**config.mk**
```make
export PLATFORM = sky130hd
export DESIGN_NAME = csp_top
export DESIGN_NICKNAME = d
export VERILOG_FILES = /design/src/inc/csp_pkg.sv /design/src/inc/csp_synth_if.sv /design/src/hw/csp_synth.sv /design/src/hw/csp_top.sv
export VERILOG_INCLUDE_DIRS = /design/src /design/src/inc
export SDC_FILE = /design/constraint.sdc
export NUM_CORES = 1
export LEC_CHECK = 0
export ABC_AREA = 1
export BUFFER_PORTS_ARGS = -buffer_cell sky130_fd_sc_hd__buf_2
export CAP_MARGIN = 20
export CORE_ASPECT_RATIO = 0.8
export CORE_MARGIN = 2
export CORE_UTILIZATION = 48
export DETAILED_ROUTE_END_ITERATION = 6
export PLACE_DENSITY_LB_ADDON = 0.2
export SLEW_MARGIN = 20
export SYNTH_ARGS = -nofsm -noshare
export SYNTH_HDL_FRONTEND = slang
export SYNTH_SLANG_ARGS = --single-unit
```
**constraint.sdc**
```tcl
create_clock -name mclk -period 3.66 [get_ports mclk]
set_input_delay 0.366 -clock mclk [delete_from_list [all_inputs] [get_ports mclk]]
set_output_delay 0.366 -clock mclk [all_outputs]
set_load 0.02 [all_outputs]
```
**src/inc/csp_consts.svh**
```systemverilog
// Register offsets, field positions, reset values and counts of the clock and power block
// Function
// - System clock runs at half the source
// - Source from cpu mode and control bit
// - Reset selects main oscillator divided by two
// - Select bit seven picks undivided main
// - Amplifier off bits for external clocks
// - Synth reference select bit, main default
// - Prescaler divides by 2(n+1), 255 bypasses
// - VCO is prescaled reference times 2(n+1)
// - Divider 2(m+1), 255 stops synth clock
// - USB clock is VCO, tri-stated when off
// - Synth disabled holds VCO static
// - Lock flag once both clocks correct
// - Stop loads wake timers, resets mode
// - Stop released by reset or interrupt
// - Resume only after timer two underflow
// - Service waking interrupt, then resume state
// - Wait halts processor clock only
// - Reset release counts cascaded wake timers
// - Start address from two vector bytes
`ifndef CSP_CONSTS_SVH
`define CSP_CONSTS_SVH
`define CSP_OFF_CLKSEL 8'h00
`define CSP_OFF_CPUMODE 8'h04
`define CSP_OFF_AMP 8'h08
`define CSP_OFF_SYNCTL 8'h0c
`define CSP_OFF_VCOMUL 8'h10
`define CSP_OFF_PRESC 8'h14
`define CSP_OFF_OUTDIV 8'h18
`define CSP_OFF_USBCTL 8'h1c
`define CSP_OFF_STATUS 8'h20
`define CSP_OFF_START 8'h24
`define CSP_BIT_HF 7
`define CSP_BIT_MODE6 6
`define CSP_BIT_MODE7 7
`define CSP_BIT_MAIN_OFF 6
`define CSP_BIT_SUB_OFF 7
`define CSP_BIT_SYN_EN 0
`define CSP_BIT_SYN_REF 3
`define CSP_BIT_SYN_LOCK 6
`define CSP_BIT_USB_EN 5
`define CSP_RST_REG 8'h00
`define CSP_RST_VCOMUL 8'h00
`define CSP_RST_PRESC 8'hff
`define CSP_RST_OUTDIV 8'hff
`define CSP_DIV_OFF 8'hff
`define CSP_T1_LOAD 8'hff
`define CSP_T2_LOAD 8'h01
`define CSP_PHI_DIV_LAST 3'h7
`define CSP_VEC_HI 16'hfffa
`define CSP_VEC_LO 16'hfffb
`define CSP_LOCK_GOOD 2'h2
`endif

```
**src/inc/csp_pkg.sv**
```systemverilog
// Types and helper function of the clock, synthesizer and power block
package csp_pkg;
  typedef enum logic [1:0] {
    CSP_SRC_MAIN_DIV2,
    CSP_SRC_MAIN,
    CSP_SRC_SUB,
    CSP_SRC_SYN
  } csp_src_t;
  typedef enum logic [2:0] {
    CSP_PW_RST_DLY,
    CSP_PW_VEC_HI,
    CSP_PW_VEC_LO,
    CSP_PW_VEC_END,
    CSP_PW_RUN,
    CSP_PW_STOP,
    CSP_PW_STOP_WAKE,
    CSP_PW_WAIT
  } csp_pwr_t;
  // Last count of a divide by 2(n+1) counter
  function automatic logic [8:0] csp_div_last(input logic [7:0] n);
    return {n, 1'b1};
  endfunction
endpackage

```
**src/inc/csp_synth_if.sv**
```systemverilog
// Signals between the clock selector and the frequency synthesizer
`timescale 1ns/100ps
interface csp_synth_if;
  logic ref_tick;
  logic enable;
  logic [7:0] mult;
  logic [7:0] presc;
  logic [7:0] odiv;
  logic vco_tick;
  logic vco_level;
  logic syn_tick;
  logic lock;
  modport synth(input ref_tick, enable, mult, presc, odiv,
    output vco_tick, vco_level, syn_tick, lock);
  modport ctrl(output ref_tick, enable, mult, presc, odiv,
    input vco_tick, vco_level, syn_tick, lock);
endinterface

```
**src/hw/csp_synth.sv**
```systemverilog
// Frequency synthesizer: prescaler, frequency locked VCO, output divider, lock flag
`timescale 1ns/100ps
`include "csp_consts.svh"
module csp_synth
  import csp_pkg::*;
#(
  parameter int PER_W = 8
)
(
  // Clock and reset
  input wire logic mclk,
  input wire logic nrst,
  input wire logic ce,
  // Selector side
  csp_synth_if.synth sif
);
  logic [8:0] pcnt;
  logic pin_tick;
  logic [PER_W-1:0] per;
  logic [PER_W-1:0] vcnt;
  logic [9:0] hcnt;
  logic [9:0] target;
  logic [1:0] good;
  logic [8:0] dcnt;

  if (PER_W < 4 || PER_W > 16)
  begin : g_chk
    $error("csp_synth: PER_W must be 4 to 16");
  end

  assign target = {1'b0, csp_div_last(sif.mult)} + 10'h001;

  always_ff @(posedge mclk or negedge nrst)
  begin
    if (!nrst)
    begin
      pcnt <= 9'h000;
      pin_tick <= 1'b0;
    end
    else if (ce)
    begin
      pin_tick <= 1'b0;
      if (!sif.enable)
        pcnt <= 9'h000;
      else if (sif.ref_tick)
      begin
        if (sif.presc == `CSP_DIV_OFF)
          pin_tick <= 1'b1;
        else if (pcnt == csp_div_last(sif.presc))
        begin
          pcnt <= 9'h000;
          pin_tick <= 1'b1;
        end
        else
          pcnt <= pcnt + 9'h001;
      end
    end
  end

  // VCO: one tick per period, level high for the first half
  always_ff @(posedge mclk or negedge nrst)
  begin
    if (!nrst)
    begin
      vcnt <= '0;
      sif.vco_tick <= 1'b0;
      sif.vco_level <= 1'b0;
    end
    else if (ce)
    begin
      if (!sif.enable)
      begin
        vcnt <= '0;
        sif.vco_tick <= 1'b0;
        sif.vco_level <= 1'b0;
      end
      else
      begin
        sif.vco_level <= (vcnt < (per >> 1));
        if (vcnt >= per)
        begin
          vcnt <= '0;
          sif.vco_tick <= 1'b1;
        end
        else
        begin
          vcnt <= vcnt + 1'b1;
          sif.vco_tick <= 1'b0;
        end
      end
    end
  end

  // Loop: count VCO periods per prescaled period and trim the VCO period
  always_ff @(posedge mclk or negedge nrst)
  begin
    if (!nrst)
    begin
      per <= '1;
      hcnt <= 10'h000;
      good <= 2'h0;
    end
    else if (ce)
    begin
      if (!sif.enable)
      begin
        per <= '1;
        hcnt <= 10'h000;
        good <= 2'h0;
      end
      else if (pin_tick)
      begin
        hcnt <= 10'h000;
        if (hcnt < target)
        begin
          if (per != 1) per <= per - 1'b1;
          good <= 2'h0;
        end
        else if (hcnt > target)
        begin
          if (per != '1) per <= per + 1'b1;
          good <= 2'h0;
        end
        else if (good != 2'h3)
          good <= good + 2'h1;
      end
      else if (sif.vco_tick && hcnt != 10'h3ff)
        hcnt <= hcnt + 10'h001;
    end
  end

  always_ff @(posedge mclk or negedge nrst)
  begin
    if (!nrst)
    begin
      dcnt <= 9'h000;
      sif.syn_tick <= 1'b0;
    end
    else if (ce)
    begin
      sif.syn_tick <= 1'b0;
      if (!sif.enable || sif.odiv == `CSP_DIV_OFF)
        dcnt <= 9'h000;
      else if (sif.vco_tick)
      begin
        if (dcnt == csp_div_last(sif.odiv))
        begin
          dcnt <= 9'h000;
          sif.syn_tick <= 1'b1;
        end
        else
          dcnt <= dcnt + 9'h001;
      end
    end
  end

  // Synth clock is derived from the VCO, so one locked VCO means both are right
  always_ff @(posedge mclk or negedge nrst)
  begin
    if (!nrst)
      sif.lock <= 1'b0;
    else if (ce)
      sif.lock <= sif.enable && good >= `CSP_LOCK_GOOD;
  end
endmodule // csp_synth

```
**src/hw/csp_top.sv**
```systemverilog
// Clock source selection, synthesizer control, stop and wait modes, reset start-up
`timescale 1ns/100ps
`include "csp_consts.svh"
module csp_top
  import csp_pkg::*;
#(
  parameter int PER_W = 8
)
(
  // Clock, reset and clock enable
  input wire logic mclk,
  input wire logic nrst,
  input wire logic ce,
  // APB slave
  input wire logic psel,
  input wire logic penable,
  input wire logic pwrite,
  input wire logic [7:0] paddr,
  input wire logic [31:0] pwdata,
  output logic [31:0] prdata,
  output logic pready,
  output logic pslverr,
  // Oscillator pins
  input wire logic main_osc_in,
  input wire logic sub_osc_in,
  output logic main_amp_en,
  output logic sub_amp_en,
  // Generated clocks
  output logic sys_phi1,
  output logic sys_phi2,
  output logic cpu_clk_en,
  output logic usb_clk_out,
  output logic usb_clk_oe,
  // Processor and interrupt side
  input wire logic stop_instruction,
  input wire logic wait_instruction,
  input wire logic ext_irq_in,
  input wire logic ext_irq_enable,
  input wire logic irq_disable_flag,
  input wire logic periph_irq,
  output logic wake_service,
  output logic timer_mode_reset,
  // Reset vector fetch
  output logic vec_rd,
  output logic [15:0] vec_addr,
  input wire logic [7:0] vec_data,
  output logic start_valid,
  output logic [15:0] start_addr
);
  logic [7:0] clock_select_register;
  logic [7:0] cpu_mode;
  logic [7:0] amp_ctrl;
  logic [7:0] synth_control_register;
  logic [7:0] vco_multiplier;
  logic [7:0] ref_prescaler;
  logic [7:0] output_divider;
  logic [7:0] usb_ctrl;
  logic [2:0] main_s;
  logic [2:0] sub_s;
  logic [1:0] ext_s;
  logic main_tick;
  logic sub_tick;
  logic half;
  logic osc_stopped;
  csp_src_t req_src;
  csp_src_t cur_src;
  csp_src_t tgt_src;
  logic sw_busy;
  logic cur_tick;
  logic ph;
  logic phi_tick;
  logic [2:0] pdiv;
  logic t_tick;
  logic t_under;
  logic [7:0] t1;
  logic [7:0] t2;
  csp_pwr_t pwr;
  logic ext_wake;
  logic [7:0] vec_hi;
  logic apb_wr;
  logic src_moved;

  csp_synth_if sif();

  if (PER_W < 4 || PER_W > 16)
  begin : g_chk
    $error("csp_top: PER_W must be 4 to 16");
  end

  function automatic logic addr_mapped(input logic [7:0] a);
    return a <= `CSP_OFF_START && a[1:0] == 2'b00;
  endfunction

  // Tick of a given source; main divided by two uses every other main edge
  function automatic logic src_tick(input csp_src_t s);
    case (s)
      CSP_SRC_MAIN_DIV2: return main_tick && half;
      CSP_SRC_MAIN: return main_tick;
      CSP_SRC_SUB: return sub_tick;
      CSP_SRC_SYN: return sif.syn_tick;
      default: return 1'b0;
    endcase
  endfunction

  // APB: zero wait, read data loaded in the setup cycle
  assign pready = 1'b1;
  assign pslverr = psel && penable && !addr_mapped(paddr);
  assign apb_wr = psel && penable && pwrite && addr_mapped(paddr);

  always_ff @(posedge mclk or negedge nrst)
  begin
    if (!nrst)
    begin
      clock_select_register <= `CSP_RST_REG;
      cpu_mode <= `CSP_RST_REG;
      amp_ctrl <= `CSP_RST_REG;
      synth_control_register <= `CSP_RST_REG;
      vco_multiplier <= `CSP_RST_VCOMUL;
      ref_prescaler <= `CSP_RST_PRESC;
      output_divider <= `CSP_RST_OUTDIV;
      usb_ctrl <= `CSP_RST_REG;
    end
    else if (ce && apb_wr)
    begin
      case (paddr)
        `CSP_OFF_CLKSEL: clock_select_register <= pwdata[7:0];
        `CSP_OFF_CPUMODE: cpu_mode <= pwdata[7:0];
        `CSP_OFF_AMP: amp_ctrl <= pwdata[7:0];
        `CSP_OFF_SYNCTL: synth_control_register <= pwdata[7:0];
        `CSP_OFF_VCOMUL: vco_multiplier <= pwdata[7:0];
        `CSP_OFF_PRESC: ref_prescaler <= pwdata[7:0];
        `CSP_OFF_OUTDIV: output_divider <= pwdata[7:0];
        `CSP_OFF_USBCTL: usb_ctrl <= pwdata[7:0];
        default: ;
      endcase
    end
  end

  always_ff @(posedge mclk or negedge nrst)
  begin
    if (!nrst)
      prdata <= 32'h0000_0000;
    else if (ce && psel && !penable && !pwrite)
    begin
      case (paddr)
        `CSP_OFF_CLKSEL: prdata <= {24'h00_0000, clock_select_register};
        `CSP_OFF_CPUMODE: prdata <= {24'h00_0000, cpu_mode};
        `CSP_OFF_AMP: prdata <= {24'h00_0000, amp_ctrl};
        `CSP_OFF_SYNCTL: prdata <= {24'h00_0000, synth_control_register[7],
          sif.lock, synth_control_register[5:0]};
        `CSP_OFF_VCOMUL: prdata <= {24'h00_0000, vco_multiplier};
        `CSP_OFF_PRESC: prdata <= {24'h00_0000, ref_prescaler};
        `CSP_OFF_OUTDIV: prdata <= {24'h00_0000, output_divider};
        `CSP_OFF_USBCTL: prdata <= {24'h00_0000, usb_ctrl};
        `CSP_OFF_STATUS: prdata <= {t2, t1, 5'h00, 3'(pwr), 3'h0, sw_busy,
          2'(cur_src), 1'b0, sif.lock};
        `CSP_OFF_START: prdata <= {16'h0000, start_addr};
        default: prdata <= 32'h0000_0000;
      endcase
    end
  end

  // Pin synchronisers; the third stage only serves edge detection
  always_ff @(posedge mclk or negedge nrst)
  begin
    if (!nrst)
    begin
      main_s <= 3'h0;
      sub_s <= 3'h0;
      ext_s <= 2'h0;
    end
    else if (ce)
    begin
      main_s <= {main_s[1:0], main_osc_in};
      sub_s <= {sub_s[1:0], sub_osc_in};
      ext_s <= {ext_s[0], ext_irq_in};
    end
  end

  // Stopped oscillators deliver no edges even if the pin still toggles
  assign main_tick = main_s[1] && !main_s[2] && !osc_stopped;
  assign sub_tick = sub_s[1] && !sub_s[2] && !osc_stopped;
  assign ext_wake = ext_s[1] && ext_irq_enable && !irq_disable_flag;

  always_ff @(posedge mclk or negedge nrst)
  begin
    if (!nrst)
      half <= 1'b0;
    else if (ce && main_tick)
      half <= !half;
  end

  always_ff @(posedge mclk or negedge nrst)
  begin
    if (!nrst)
    begin
      main_amp_en <= 1'b1;
      sub_amp_en <= 1'b1;
    end
    else if (ce)
    begin
      main_amp_en <= !amp_ctrl[`CSP_BIT_MAIN_OFF] && !osc_stopped;
      sub_amp_en <= !amp_ctrl[`CSP_BIT_SUB_OFF] && !osc_stopped;
    end
  end

  // Synthesizer reference and controls
  assign sif.ref_tick = synth_control_register[`CSP_BIT_SYN_REF] ? sub_tick : main_tick;
  assign sif.enable = synth_control_register[`CSP_BIT_SYN_EN];
  assign sif.mult = vco_multiplier;
  assign sif.presc = ref_prescaler;
  assign sif.odiv = output_divider;

  csp_synth #(.PER_W(PER_W)) u_synth (
    .mclk(mclk),
    .nrst(nrst),
    .ce(ce),
    .sif(sif)
  );

  always_ff @(posedge mclk or negedge nrst)
  begin
    if (!nrst)
    begin
      usb_clk_out <= 1'b0;
      usb_clk_oe <= 1'b0;
    end
    else if (ce)
    begin
      usb_clk_out <= sif.vco_level;
      usb_clk_oe <= usb_ctrl[`CSP_BIT_USB_EN];
    end
  end

  always_comb
  begin
    case ({cpu_mode[`CSP_BIT_MODE7], cpu_mode[`CSP_BIT_MODE6]})
      2'b00: req_src = clock_select_register[`CSP_BIT_HF] ? CSP_SRC_MAIN
        : CSP_SRC_MAIN_DIV2;
      2'b01: req_src = CSP_SRC_SUB;
      default: req_src = CSP_SRC_SYN;
    endcase
  end

  // Switch only after an old edge, then wait for a new edge; clocks idle between
  // The function reads module signals, which only a combinational process follows
  always_comb
  begin
    cur_tick = src_tick(cur_src);
  end

  always_ff @(posedge mclk or negedge nrst)
  begin
    if (!nrst)
    begin
      cur_src <= CSP_SRC_MAIN_DIV2;
      tgt_src <= CSP_SRC_MAIN_DIV2;
      sw_busy <= 1'b0;
    end
    else if (ce)
    begin
      if (!sw_busy)
      begin
        if (req_src != cur_src && cur_tick)
        begin
          sw_busy <= 1'b1;
          tgt_src <= req_src;
        end
      end
      else if (src_tick(tgt_src))
      begin
        cur_src <= tgt_src;
        sw_busy <= 1'b0;
      end
    end
  end

  // Phase flips on each source edge; both phases low in the edge cycle
  always_ff @(posedge mclk or negedge nrst)
  begin
    if (!nrst)
    begin
      ph <= 1'b0;
      sys_phi1 <= 1'b0;
      sys_phi2 <= 1'b0;
    end
    else if (ce)
    begin
      if (sw_busy)
      begin
        sys_phi1 <= 1'b0;
        sys_phi2 <= 1'b0;
      end
      else if (cur_tick)
      begin
        ph <= !ph;
        sys_phi1 <= 1'b0;
        sys_phi2 <= 1'b0;
      end
      else
      begin
        sys_phi1 <= ph;
        sys_phi2 <= !ph;
      end
    end
  end

  assign phi_tick = cur_tick && !sw_busy && !ph;
  assign t_tick = phi_tick && pdiv == `CSP_PHI_DIV_LAST;
  assign t_under = t_tick && t1 == 8'h00 && t2 == 8'h00;

  // Wake timers count system clock divided by eight
  always_ff @(posedge mclk or negedge nrst)
  begin
    if (!nrst)
      pdiv <= 3'h0;
    else if (ce)
    begin
      if (pwr != CSP_PW_RST_DLY && pwr != CSP_PW_STOP_WAKE)
        pdiv <= 3'h0;
      else if (phi_tick)
        pdiv <= pdiv + 3'h1;
    end
  end

  always_ff @(posedge mclk or negedge nrst)
  begin
    if (!nrst)
    begin
      t1 <= `CSP_T1_LOAD;
      t2 <= `CSP_T2_LOAD;
    end
    else if (ce)
    begin
      if (pwr == CSP_PW_RUN && stop_instruction)
      begin
        t1 <= `CSP_T1_LOAD;
        t2 <= `CSP_T2_LOAD;
      end
      else if ((pwr == CSP_PW_RST_DLY || pwr == CSP_PW_STOP_WAKE) && t_tick)
      begin
        if (t1 == 8'h00)
        begin
          t1 <= `CSP_T1_LOAD;
          t2 <= t2 - 8'h01;
        end
        else
          t1 <= t1 - 8'h01;
      end
    end
  end

  always_ff @(posedge mclk or negedge nrst)
  begin
    if (!nrst)
    begin
      pwr <= CSP_PW_RST_DLY;
      osc_stopped <= 1'b0;
      wake_service <= 1'b0;
      timer_mode_reset <= 1'b0;
      cpu_clk_en <= 1'b0;
      vec_rd <= 1'b0;
      vec_addr <= 16'h0000;
      vec_hi <= 8'h00;
      start_valid <= 1'b0;
      start_addr <= 16'h0000;
    end
    else if (ce)
    begin
      wake_service <= 1'b0;
      timer_mode_reset <= 1'b0;
      start_valid <= 1'b0;
      case (pwr)
        CSP_PW_RST_DLY:
          if (t_under)
          begin
            pwr <= CSP_PW_VEC_HI;
            vec_rd <= 1'b1;
            vec_addr <= `CSP_VEC_HI;
          end
        CSP_PW_VEC_HI:
        begin
          pwr <= CSP_PW_VEC_LO;
          vec_addr <= `CSP_VEC_LO;
        end
        CSP_PW_VEC_LO:
        begin
          pwr <= CSP_PW_VEC_END;
          vec_rd <= 1'b0;
          vec_hi <= vec_data;
        end
        CSP_PW_VEC_END:
        begin
          pwr <= CSP_PW_RUN;
          start_addr <= {vec_hi, vec_data};
          start_valid <= 1'b1;
          cpu_clk_en <= 1'b1;
        end
        CSP_PW_RUN:
          if (stop_instruction)
          begin
            pwr <= CSP_PW_STOP;
            osc_stopped <= 1'b1;
            timer_mode_reset <= 1'b1;
            cpu_clk_en <= 1'b0;
          end
          else if (wait_instruction)
          begin
            pwr <= CSP_PW_WAIT;
            cpu_clk_en <= 1'b0;
          end
        CSP_PW_STOP:
          if (ext_wake)
          begin
            pwr <= CSP_PW_STOP_WAKE;
            osc_stopped <= 1'b0;
          end
        CSP_PW_STOP_WAKE:
          if (t_under)
          begin
            pwr <= CSP_PW_RUN;
            wake_service <= 1'b1;
            cpu_clk_en <= 1'b1;
          end
        CSP_PW_WAIT:
          if (periph_irq || ext_wake)
          begin
            pwr <= CSP_PW_RUN;
            wake_service <= 1'b1;
            cpu_clk_en <= 1'b1;
          end
        default:
          pwr <= CSP_PW_RUN;
      endcase
    end
  end

  // Set once software has asked for anything but the reset source
  always_ff @(posedge mclk or negedge nrst)
  begin
    if (!nrst)
      src_moved <= 1'b0;
    else if (req_src != CSP_SRC_MAIN_DIV2)
      src_moved <= 1'b1;
  end
endmodule // csp_top

```
==> results of run 1 <==
power by group through the flow:
stage | Combinational, mW | Sequential [mW] | Clock [mW]
5_1_grt | 1.77 | 3.14 | 2.54
4_1_cts | 1.51 | 3.09 | 2.44
6_report | 1.51 | 3.09 | 2.39
2_1_floorplan | 1.14 | 3.05 | 0
3_3_place_gp | 1.46 | 3.13 | 0
3_5_place_dp | 1.50 | 3.13 | 0
worst max-delay path: stages, from the launching register on:
cell      delay (ps)
dfrtp_1          380
inv_1             80
nor3_1           350
nand3_1          190
nor3_1           220
xor2_1           100
ha_1             280
nand2_1           60
nor2_1           170
nand3b_1         310
nand3_2          300
nand3_1          120
nand3_2          160
nand2_1          220
nand2_1          130
nand2_1           50
how the worst min path moves through the flow:
stage | start | depth (start not counted) | slack (ps) | end
floorplan | nrst | 0 | 70 | amp_ctrl[0]
global placement | t2[0] | 2 | 460 | t2[0]
detailed placement | t2[0] | 2 | 460 | t2[0]
CTS | sub_osc_in | 3 | 40 | sub_s[0]
global route | ext_irq_in | 3 | 70 | ext_s[0]
finish | sub_osc_in | 3 | 60 | sub_s[0]
final cells by class:
| class | count | area (um^2) |
|---|---|---|
| well taps | 324 | 405 |
| fillers | 2424 | 11400 |
| flip-flops and latches | 221 | 5570 |
| clock buffers | 36 | 707 |
| repair buffers | 124 | 688 |
| multi-input cells | 1106 | 5530 |
| clock inverters | 7 | 65.1 |
| inverters | 182 | 684 |
logic make-up (layout without fill, tap and decap cells):
family | after synthesis | count (layout) | share of synthesized area [%]
buffers and inverters | 245 | 349 | 8.44
xor gates and xnor gates | 40 | 40 | 2.89
other | 2 | 2 | 0.0619
and+or+nand+nor | 761 | 761 | 27.1
adders and majority gates | 38 | 38 | 3.92
AOI/OAI and AO/OA | 265 | 265 | 11.7
DFF | 221 | 221 | 46.0
registers in the layout (all words and copies together), names as in the netlist, 7 cells and up:
register and cells:
amp_ctrl 8, clock_select_register 8, cpu_mode 8, output_divider 8
prdata 32, ref_prescaler 8, sif.mult 8, start_addr 16
synth_control_register 7, t1 8, t2 8, u_synth.dcnt 9
u_synth.hcnt 10, u_synth.pcnt 9, u_synth.per 8, u_synth.vcnt 8
usb_ctrl 8, vec_hi 8
what timing repair did:
action,CTS,global route
gates resized for setup,0,1
endpoints found under the hold margin,83,0
endpoints found under the setup margin,0,1
hold buffers,1,0
setup buffers,0,0
cells in the final DEF (no fill, tap or decap), drive strengths merged:
master and n:
nand2 438, o21ai 205, dfrtp 186, inv 180, nor2 131, buf 123, nand3 113, ha 38
clkbuf 36, nand4 35, dfstp 35, xor2 34, a21oi 28, nor3 16, nand3b 12, or2 11
o22ai 9, xnor2 6, clkinv 6, o31ai 4, o21a 3, a211oi 3, o211ai 3, and2 3
a22o 2, a21o 2, conb 2, clkinvlp 2, a21boi 2, and3 1, o21bai 1, a32oi 1
o2111ai 1, a31oi 1, nor3b 1, bufinv 1, dlygate4sd3 1
layer usage:
layer,vias to the layer above,part of all wire [%]
li1,5248,-
met1,4927,50
met2,245,42
met3,37,5.9
met4,0,1.8
met5,-,0
through the flow:
stage / utilization (%) / area [um^2] / setup slack [ps]
finish: 54.5 / 13700 / 466
global route: 54.5 / 13700 / 121
CTS: 54.5 / 13700 / 387
detailed placement: 51.4 / 12900 / 407
global placement: 51.4 / 12900 / 519
floorplan: - / 12100 / 1070
==> out/metrics.csv, run 1 <==
stage,metric,value,unit
worst_setup_path,cp-startpoint,sif.mult[2],
detailed_routing,drt_iter0_drc,857,
global_routing,antenna_found_initial,0,
clock_tree,htree_levels,1,
worst_setup_path,crit_type,register to register,
final_layout,drive_gt1_share,13.6,%
worst_setup_path,path_max_fanout,11,
floorplanning,core,25000,um^2
synth,ys_warn_count,0,
synth,postSynthAreaPerCell,7.71,um^2
power_and_ir_drop,p_leak,6.98,nW
detailed_routing,dr.pass1.iters,5,
placement,place_inst,1956,
worst_setup_path,rr_endpoint,u_synth.per[0],
clock_tree,cts_inserted_buffers,24,
global_routing,met1_usage,36.4,%
final_layout,antenna_cells,0,
detailed_routing,ant_nets,0,
floorplanning,dieWidth,182,um
final_layout,fin_nets,1759,
global_routing,gr-usage-all-layers,23.6,%
clock_tree,clockBufferDepth,3,
sta,setup_violations,0,
floorplanning,dieArea,26600,um^2
power_and_ir_drop,switching_share,32.2,%
worst_setup_path,r2r-start,sif.mult[2],
sta,min_period,3190,ps
power_and_ir_drop,power,7.00,mW
worst_setup_path,cp.required,4100,ps
run_status,status,"complete, no violations",
sta,max_freq,313,MHz
floorplanning,rows,52,
global_routing,grt_max_degree,105,
detailed_routing,drc,0,
synth,yosysMostFrequentCell,nand2_1,
sta,finalClockSkew,16.6,ps
global_routing,grt_pass1_vias,9789,
floorplanning,die_height,146,um
detailed_routing,wire_per_inst,15.3,um
sta,rsz0062_at_grt,false,
synth,syn_area,12100,um^2
final_layout,syn_to_final_growth,12.6,%
sta,finalCritPeriodShare,87.3,%
power_and_ir_drop,p_sw,2.25,mW
final_layout,layout.cells.non_filler,2000,
placement,gp_congestion,0.899,
placement,dp_hpwl,22.1,mm
run,cap_violations,0,
sta,drv_slew,0,
worst_hold_path,min_path_type,input pin to register,
clock_tree,worstSkewPairLatency,520,ps
sta,setup_tns,0,ps
synth,synth_edf_count,0,
global_routing,overflow,0,
detailed_routing,via_per_inst,5.23,
clock_tree,cts.sinks,221,
sta,timing.hold.ws,63.7,ps
sta,finalHoldViolCount,0,
synth,seq_area_frac_synth,46.0,%
placement,placement.io_buffers,112,
worst_setup_path,reg2reg_depth,15,
global_routing,use_met2,35.1,%
global_routing,busiest_layer,met1,
synth,synth-main-ff-cell,dfrtp_1,
power_and_ir_drop,vdd_drop_max,0.350,mV
synth,synthTopCellsByCount,"nand2_1, o21ai_0, dfrtp_1",
worst_setup_path,r2r_slack,470,ps
power_and_ir_drop,p_per_area,512,nW/um^2
power_and_ir_drop,seqPwrFrac,44.2,%
sta,relSlewSlack,34.0,%
synth,synthArstFlopShare,100,%
synth,synth_top_cell_by_area,dfrtp_1,
floorplanning,initial_utilization,48.4,%
synth,synth_top_area_share,38.4,%
clock_tree,clk_pin_slew,60,ps
clock_tree,cts_tree,done,
global_routing,use_met3,3.34,%
worst_setup_path,worstSetupStartpointType,register,
power_and_ir_drop,clkPwrFrac,34.2,%
power_and_ir_drop,combPwrFrac,21.6,%
synth,synth_seq_cells,221,
detailed_routing,routed_wl,30.7,mm
clock_tree,cts_root_buffer,clkbuf_16,
worst_setup_path,endpoint,u_synth.per[0],
sta,tightest_slew,988,ps
synth,syn-num-nets,1672,
power_and_ir_drop,internal_power,4.74,mW
floorplanning,io_pins,139,
synth,synthCells,1572,
synth,netlist_top_cells_area,"dfrtp_1, nand2_1, o21ai_0",
synth,yosysUniqueCellTypes,49,
worst_setup_path,critPathCaptureType,register,
detailed_routing,vias,10500,
global_routing,grt_first_pass_wirelength,50.9,mm
worst_setup_path,worst_ep_arrival_time,3630,ps
No activity file was read; power rests on OpenSTA's default activity.
==> run 2: changes to the inputs <==
Clock period 3.66 ns to 3.6 ns, I/O delays scaled along.
==> run 2 against run 1 <==
Critical path depth unchanged; design area increased by 0.78%; maximum frequency increased by 3.2%; clock power increased by 16%; register-to-register slack improved by 40 ps; hold slack got worse by 9.6 ps; clock skew increased by 11 ps; wire length increased by 0.79%; global-route usage increased by 0.055 points; sequential power increased by 2%; final cell count unchanged; die area unchanged; critical path type unchanged; critical endpoint is now u_synth.good[0].
==> out/metrics.csv, run 2 (synthesis gave the netlist of run 1 again) <==
stage,metric,value,unit,change
run_status,status,"complete, no violations",,unchanged
clock_tree,cts_inserted_buffers,24,,unchanged
detailed_routing,drt_iter0_drc,827,,was 857
run,cap_violations,0,,unchanged
worst_setup_path,rr_endpoint,u_synth.good[0],,was u_synth.per[0]
global_routing,grt_first_pass_wirelength,51.2,mm,was 50.9 mm
final_layout,final_cell_mix,"nand2_1, o21ai_0, dfrtp_1",,unchanged
power_and_ir_drop,clkPwrFrac,37.3,%,was 34.2%
sta,rsz0062_at_grt,false,,unchanged
sta,finalCritPeriodShare,86.0,%,was 87.3%
global_routing,overflow,0,,unchanged
detailed_routing,wire_per_inst,15.5,um,was 15.3 um
placement,placement.io_buffers,112,,unchanged
global_routing,grt_pass1_vias,9745,,was 9789
final_layout,largest_reg_flops,32,,unchanged
clock_tree,cts_tree,done,,unchanged
placement,dp_slack,585,ps,was 407 ps
sta,setup_violations,0,,unchanged
sta,max_freq,323,MHz,was 313 MHz
worst_setup_path,cp.required,4010,ps,was 4100 ps
clock_tree,clockBufferDepth,3,,unchanged
sta,finalClockSkew,27.4,ps,was 16.6 ps
detailed_routing,drc,0,,unchanged
clock_tree,cts_root_buffer,clkbuf_16,,unchanged
detailed_routing,dr.pass1.iters,6,,was 5
worst_hold_path,min_path_type,input pin to register,,unchanged
clock_tree,post_cts_resized,0,,unchanged
detailed_routing,routed_wl,30.9,mm,was 30.7 mm
power_and_ir_drop,power,7.47,mW,was 7.00 mW
final_layout,final_common_cell,nand2_1,,unchanged
worst_setup_path,r2r-start,sif.mult[2],,unchanged
clock_tree,worstSkewPairLatency,530,ps,was 520 ps
sta,tightest_slew,967,ps,was 988 ps
sta,min_period,3100,ps,was 3190 ps
placement,dp_hpwl,22.2,mm,was 22.1 mm
final_layout,syn_to_final_growth,13.5,%,was 12.6%
floorplanning,initial_utilization,48.4,%,unchanged
worst_setup_path,critPathCaptureType,register,,unchanged
floorplanning,dieWidth,182,um,unchanged
clock_tree,cts.sinks,221,,unchanged
sta,drv_slew,0,,unchanged
sta,finalHoldViolCount,0,,unchanged
clock_tree,clk_pin_slew,60,ps,about the same
clock_tree,cts_setup_buffers,0,,unchanged
floorplanning,io_pins,139,,unchanged
floorplanning,dieArea,26600,um^2,unchanged
final_layout,fin_area,13800,um^2,was 13700 um^2
worst_setup_path,path_max_fanout,10,,was 11
power_and_ir_drop,internal_power,5.14,mW,was 4.74 mW
power_and_ir_drop,seqPwrFrac,42.1,%,was 44.2%
worst_setup_path,r2r_slack,500,ps,was 470 ps
power_and_ir_drop,combPwrFrac,20.6,%,was 21.6%
sta,setup_slack,504,ps,was 466 ps
placement,placed_area,12900,um^2,about the same
power_and_ir_drop,vdd_drop_max,0.359,mV,was 0.350 mV
power_and_ir_drop,p_leak,7.03,nW,was 6.98 nW
worst_setup_path,cp-startpoint,sif.mult[2],,unchanged
final_layout,fin_nets,1759,,unchanged
sta,setup_tns,0,ps,unchanged
global_routing,grt_max_degree,86,,was 105
power_and_ir_drop,p_sw,2.34,mW,was 2.25 mW
final_layout,largest_registers,"prdata (32), start_addr (16), u_synth.hcnt (10)",,unchanged
global_routing,gr-usage-all-layers,23.6,%,about the same
worst_setup_path,worst_ep_arrival_time,3510,ps,was 3630 ps
worst_setup_path,reg2reg_depth,15,,unchanged
floorplanning,core,25000,um^2,unchanged
final_layout,top_register,prdata,,unchanged
detailed_routing,via_per_inst,5.27,,was 5.23
sta,timing.hold.ws,54.1,ps,was 63.7 ps
worst_setup_path,worstSetupStartpointType,register,,unchanged
floorplanning,rows,52,,unchanged
clock_tree,htree_levels,1,,unchanged
power_and_ir_drop,p_per_area,543,nW/um^2,was 512 nW/um^2
power_and_ir_drop,switching_share,31.3,%,was 32.2%
clock_tree,ctsHoldBuffers,1,,unchanged
detailed_routing,vias,10500,,about the same
sta,relSlewSlack,35.4,%,was 34.0%
placement,gp_congestion,0.892,,was 0.899
detailed_routing,ant_nets,0,,unchanged
worst_setup_path,endpoint,u_synth.good[0],,was u_synth.per[0]
floorplanning,die_height,146,um,unchanged
final_layout,antenna_cells,0,,unchanged
worst_setup_path,crit_type,register to register,,unchanged
final_layout,drive_gt1_share,13.7,%,was 13.6%
global_routing,antenna_found_initial,0,,unchanged
## run 2: critical path: stages, from the launching register on
cell and delay [ps]:
dfrtp_1 380, inv_1 80, nor3_1 310, nand3_1 180, nor3_1 250, xor2_1 120
ha_1 290, nand2_1 60, nor2_1 170, nand3b_1 310, nand3_1 220, buf_4 190
nand4_1 120, nand2_1 120, nand2_1 50, and2_1 120
## run 2: how the worst min path moves through the flow
stage                 from           to  depth (start not counted)
2_1_floorplan         nrst  amp_ctrl[0]                          0
3_3_place_gp          nrst   prdata[22]                          1
3_5_place_dp          nrst   prdata[23]                          1
4_1_cts        main_osc_in    main_s[0]                          3
5_1_grt        main_osc_in    main_s[0]                          3
6_report       main_osc_in    main_s[0]                          3
## run 2: through the flow
stage | utilization, % | instances
finish | 54.9 | 2000
global route | 54.9 | 2000
CTS | 54.9 | 2000
detailed placement | 51.3 | 1956
global placement | 51.3 | 1956
floorplan | - | 1572
## run 2: area by class of cell
cell class              count  area [um^2]
clock buffers              32          671
clock inverters            11          225
fillers                  2361        11300
inverters                 182          684
multi-input cells        1106         5530
flip-flops and latches    221         5570
well taps                 324          405
repair buffers            124          676
## run 2: power groups by stage
stage	Combinational, mW	Sequential [mW]	Clock, mW
2_1_floorplan	1.16	3.10	0
3_3_place_gp	1.48	3.18	0
3_5_place_dp	1.53	3.18	0
4_1_cts	1.54	3.14	2.84
5_1_grt	1.80	3.20	2.94
6_report	1.54	3.15	2.78
## run 2: layer usage
metal  GRT usage (%)  part of all wire, %  up-vias
met3            3.27                  5.5       39
met1            36.7                   50     4961
met4            4.84                  1.7        0
li1                -                    -     5265
met5               0                    0        -
met2            35.2                   43      283
==> run 3: changes to the inputs <==
Settings changed: CORE_UTILIZATION 48 to 58.
==> run 3 against run 2 <==
Worst setup slack lost 56 ps; sequential cell count stayed put; register-to-register slack lost 60 ps; clock skew fell by 2.1 ps; die area down 17%; clock-buffer cell count increased by 2; combinational power is essentially flat; clock power increased by 5%; critical endpoint is now u_synth.per[1].
==> out/metrics.csv, run 3 (synthesis gave the netlist of run 1 again) <==
stage,metric,value,unit,change
sta,finalClockSkew,25.3,ps,was 27.4 ps
sta,setup_tns,0,ps,unchanged
sta,max_freq,317,MHz,was 323 MHz
final_layout,largest_registers,"prdata (32), start_addr (16), u_synth.hcnt (10)",,unchanged
worst_setup_path,crit_type,register to register,,unchanged
clock_tree,clockBufferDepth,3,,unchanged
sta,rsz0062_at_grt,false,,unchanged
worst_setup_path,cp_top_family,simple AND/OR/NAND/NOR gates,,unchanged
run_status,status,"complete, no violations",,unchanged
detailed_routing,routed_wl,30.3,mm,was 30.9 mm
clock_tree,htree_levels,1,,unchanged
sta,finalCritPeriodShare,87.5,%,was 86.0%
floorplanning,rows,47,,was 52
final_layout,antenna_cells,0,,unchanged
power_and_ir_drop,p_per_area,553,nW/um^2,was 543 nW/um^2
worst_setup_path,path_max_fanout,11,,was 10
floorplanning,initial_utilization,58.9,%,was 48.4%
run,cap_violations,0,,unchanged
worst_setup_path,cp.required,4040,ps,was 4010 ps
clock_tree,cts_root_buffer,clkbuf_16,,unchanged
floorplanning,io_pins,139,,unchanged
sta,setup_violations,0,,unchanged
worst_setup_path,critPathCaptureType,register,,unchanged
sta,relSlewSlack,34.9,%,was 35.4%
final_layout,top_register,prdata,,unchanged
placement,dp_hpwl,21.3,mm,was 22.2 mm
detailed_routing,vias,10700,,was 10500
floorplanning,dieArea,22100,um^2,was 26600 um^2
final_layout,drive_gt1_share,13.8,%,was 13.7%
clock_tree,worstSkewPairLatency,530,ps,about the same
final_layout,final_cell_mix,"nand2_1, o21ai_0, dfrtp_1",,unchanged
power_and_ir_drop,power,7.60,mW,was 7.47 mW
detailed_routing,ant_nets,0,,unchanged
sta,drv_slew,0,,unchanged
clock_tree,clk_pin_slew,60,ps,about the same
global_routing,grt_max_degree,103,,was 86
power_and_ir_drop,vdd_drop_max,0.511,mV,was 0.359 mV
detailed_routing,via_per_inst,5.49,,was 5.27
final_layout,fin_area,13700,um^2,was 13800 um^2
clock_tree,cts_inserted_buffers,24,,unchanged
final_layout,final_common_cell,nand2_1,,unchanged
global_routing,grt_first_pass_wirelength,50.6,mm,was 51.2 mm
sta,tightest_slew,975,ps,was 967 ps
floorplanning,core,20600,um^2,was 25000 um^2
sta,min_period,3150,ps,was 3100 ps
placement,placement.io_buffers,112,,unchanged
worst_setup_path,worstSetupStartpointType,register,,unchanged
global_routing,gr-usage-all-layers,27.7,%,was 23.6%
sta,timing.hold.ws,54.5,ps,was 54.1 ps
floorplanning,die_height,133,um,was 146 um
worst_setup_path,worst_ep_arrival_time,3590,ps,was 3510 ps
worst_setup_path,crit_chain,inv_1 > nor3_1 > nand3_1 > nor3_1 > xor2_1 > ha_1 > nand2_1 > nor2_1 > nand3b_1 > nand3_2 > nand3_1 > nand3_2 > nand2_1 > nand2_1 > nand2_1,,was inv_1 > nor3_1 > nand3_1 > nor3_1 > xor2_1 > ha_1 > nand2_1 > nor2_1 > nand3b_1 > nand3_1 > buf_4 > nand4_1 > nand2_1 > nand2_1 > and2_1
worst_setup_path,reg2reg_depth,15,,unchanged
worst_setup_path,path_buf_inv,1,,was 2
floorplanning,dieWidth,166,um,was 182 um
final_layout,syn_to_final_growth,13.3,%,was 13.5%
global_routing,grt_pass1_vias,10000,,was 9745
clock_tree,cts_tree,done,,unchanged
global_routing,overflow,0,,unchanged
worst_setup_path,critPathSlowestCell,dfrtp_1,,unchanged
worst_hold_path,min_path_type,input pin to register,,unchanged
worst_setup_path,cp.depth,15,,unchanged
clock_tree,cts_setup_buffers,0,,unchanged
worst_setup_path,cp_common_cell,nand2_1,,unchanged
placement,placed_area,12800,um^2,was 12900 um^2
worst_setup_path,max_stage_delay,380,ps,about the same
final_layout,fin_nets,1758,,was 1759
detailed_routing,drc,0,,unchanged
detailed_routing,dr.pass1.iters,6,,unchanged
placement,gp_congestion,0.916,,was 0.892
final_layout,largest_reg_flops,32,,unchanged
detailed_routing,drt_iter0_drc,1018,,was 827
detailed_routing,wire_per_inst,15.6,um,was 15.5 um
clock_tree,cts.sinks,221,,unchanged
worst_hold_path,hold_depth,3,,unchanged
global_routing,antenna_found_initial,0,,unchanged
power_and_ir_drop,p_leak,7.06,nW,was 7.03 nW
sta,finalHoldViolCount,0,,unchanged
[run 3: cell types whose count changed in the layout (fill, tap and decap cells not counted), sizes merged]
| cell | previous run | this run |
|---|---|---|
| inv | 181 | 180 |
| clkbuf | 32 | 34 |
| buf | 123 | 122 |
| clkinv | 5 | 4 |
| bufinv | 6 | 7 |
[run 3: worst paths after layout]
kind | from | to | slack [ps]
worst max-delay path | sif.mult[2] | u_synth.per[1] | 450
worst min-delay path | sub_osc_in | sub_s[0] | 50
worst max register to register | sif.mult[2] | u_synth.per[1] | 450
worst min register to register | t2[0] | t2[0] | 470
max in group asynchronous | nrst | output_divider[4] | 2110
min in group asynchronous | nrst | start_addr[10] | 500
[run 3: area by class of cell]
type | instances | area, um^2
multi-input cells | 1106 | 5530
clock buffers | 34 | 719
inverters | 182 | 684
clock inverters | 10 | 228
flip-flops and latches | 221 | 5570
repair buffers | 123 | 668
well taps | 269 | 337
fillers | 1772 | 6840
[run 3: power breakdown]
| group | leakage, nW | switching [mW] | total, mW | internal (mW) |
|---|---|---|---|---|
| logic | 3.94 | 0.963 | 1.55 | 0.582 |
| registers | 2.66 | 0.340 | 3.15 | 2.81 |
| clock network | 0.462 | 1.02 | 2.91 | 1.89 |
| total | 7.06 | 2.32 | 7.60 | 5.28 |
[run 3: what timing repair did]
action,in CTS,in global routing
hold buffers,1,0
endpoints found under the setup margin,0,8
resized for setup,0,1
hold endpoints to repair,90,0
[run 3: layer usage]
metal / wire length [um] / global-route usage, %
met1: 14600 / 42.4
met2: 13500 / 42.5
met5: 0 / 0
met4: 606 / 6.91
met3: 1570 / 3.03
[run 3: per-stage QoR]
| stage | setup slack, ps | cells | utilization (%) |
|---|---|---|---|
| finish | 448 | 1945 | 66.8 |
| CTS | 331 | 1945 | 66.8 |
| global route | 18.8 | 1945 | 66.8 |
| detailed placement | 371 | 1900 | 62.1 |
| global placement | 506 | 1900 | 62.1 |
| floorplan | 1010 | 1572 | - |
[run 3: worst register-to-register path: cells and delay by family, from the launching register on]
family | cells | cell delay [ps]
xor+xnor | 1 | 110
fa+ha+maj | 1 | 290
buf+inv | 1 | 80
flops | 1 | 380
simple gates | 12 | 2210
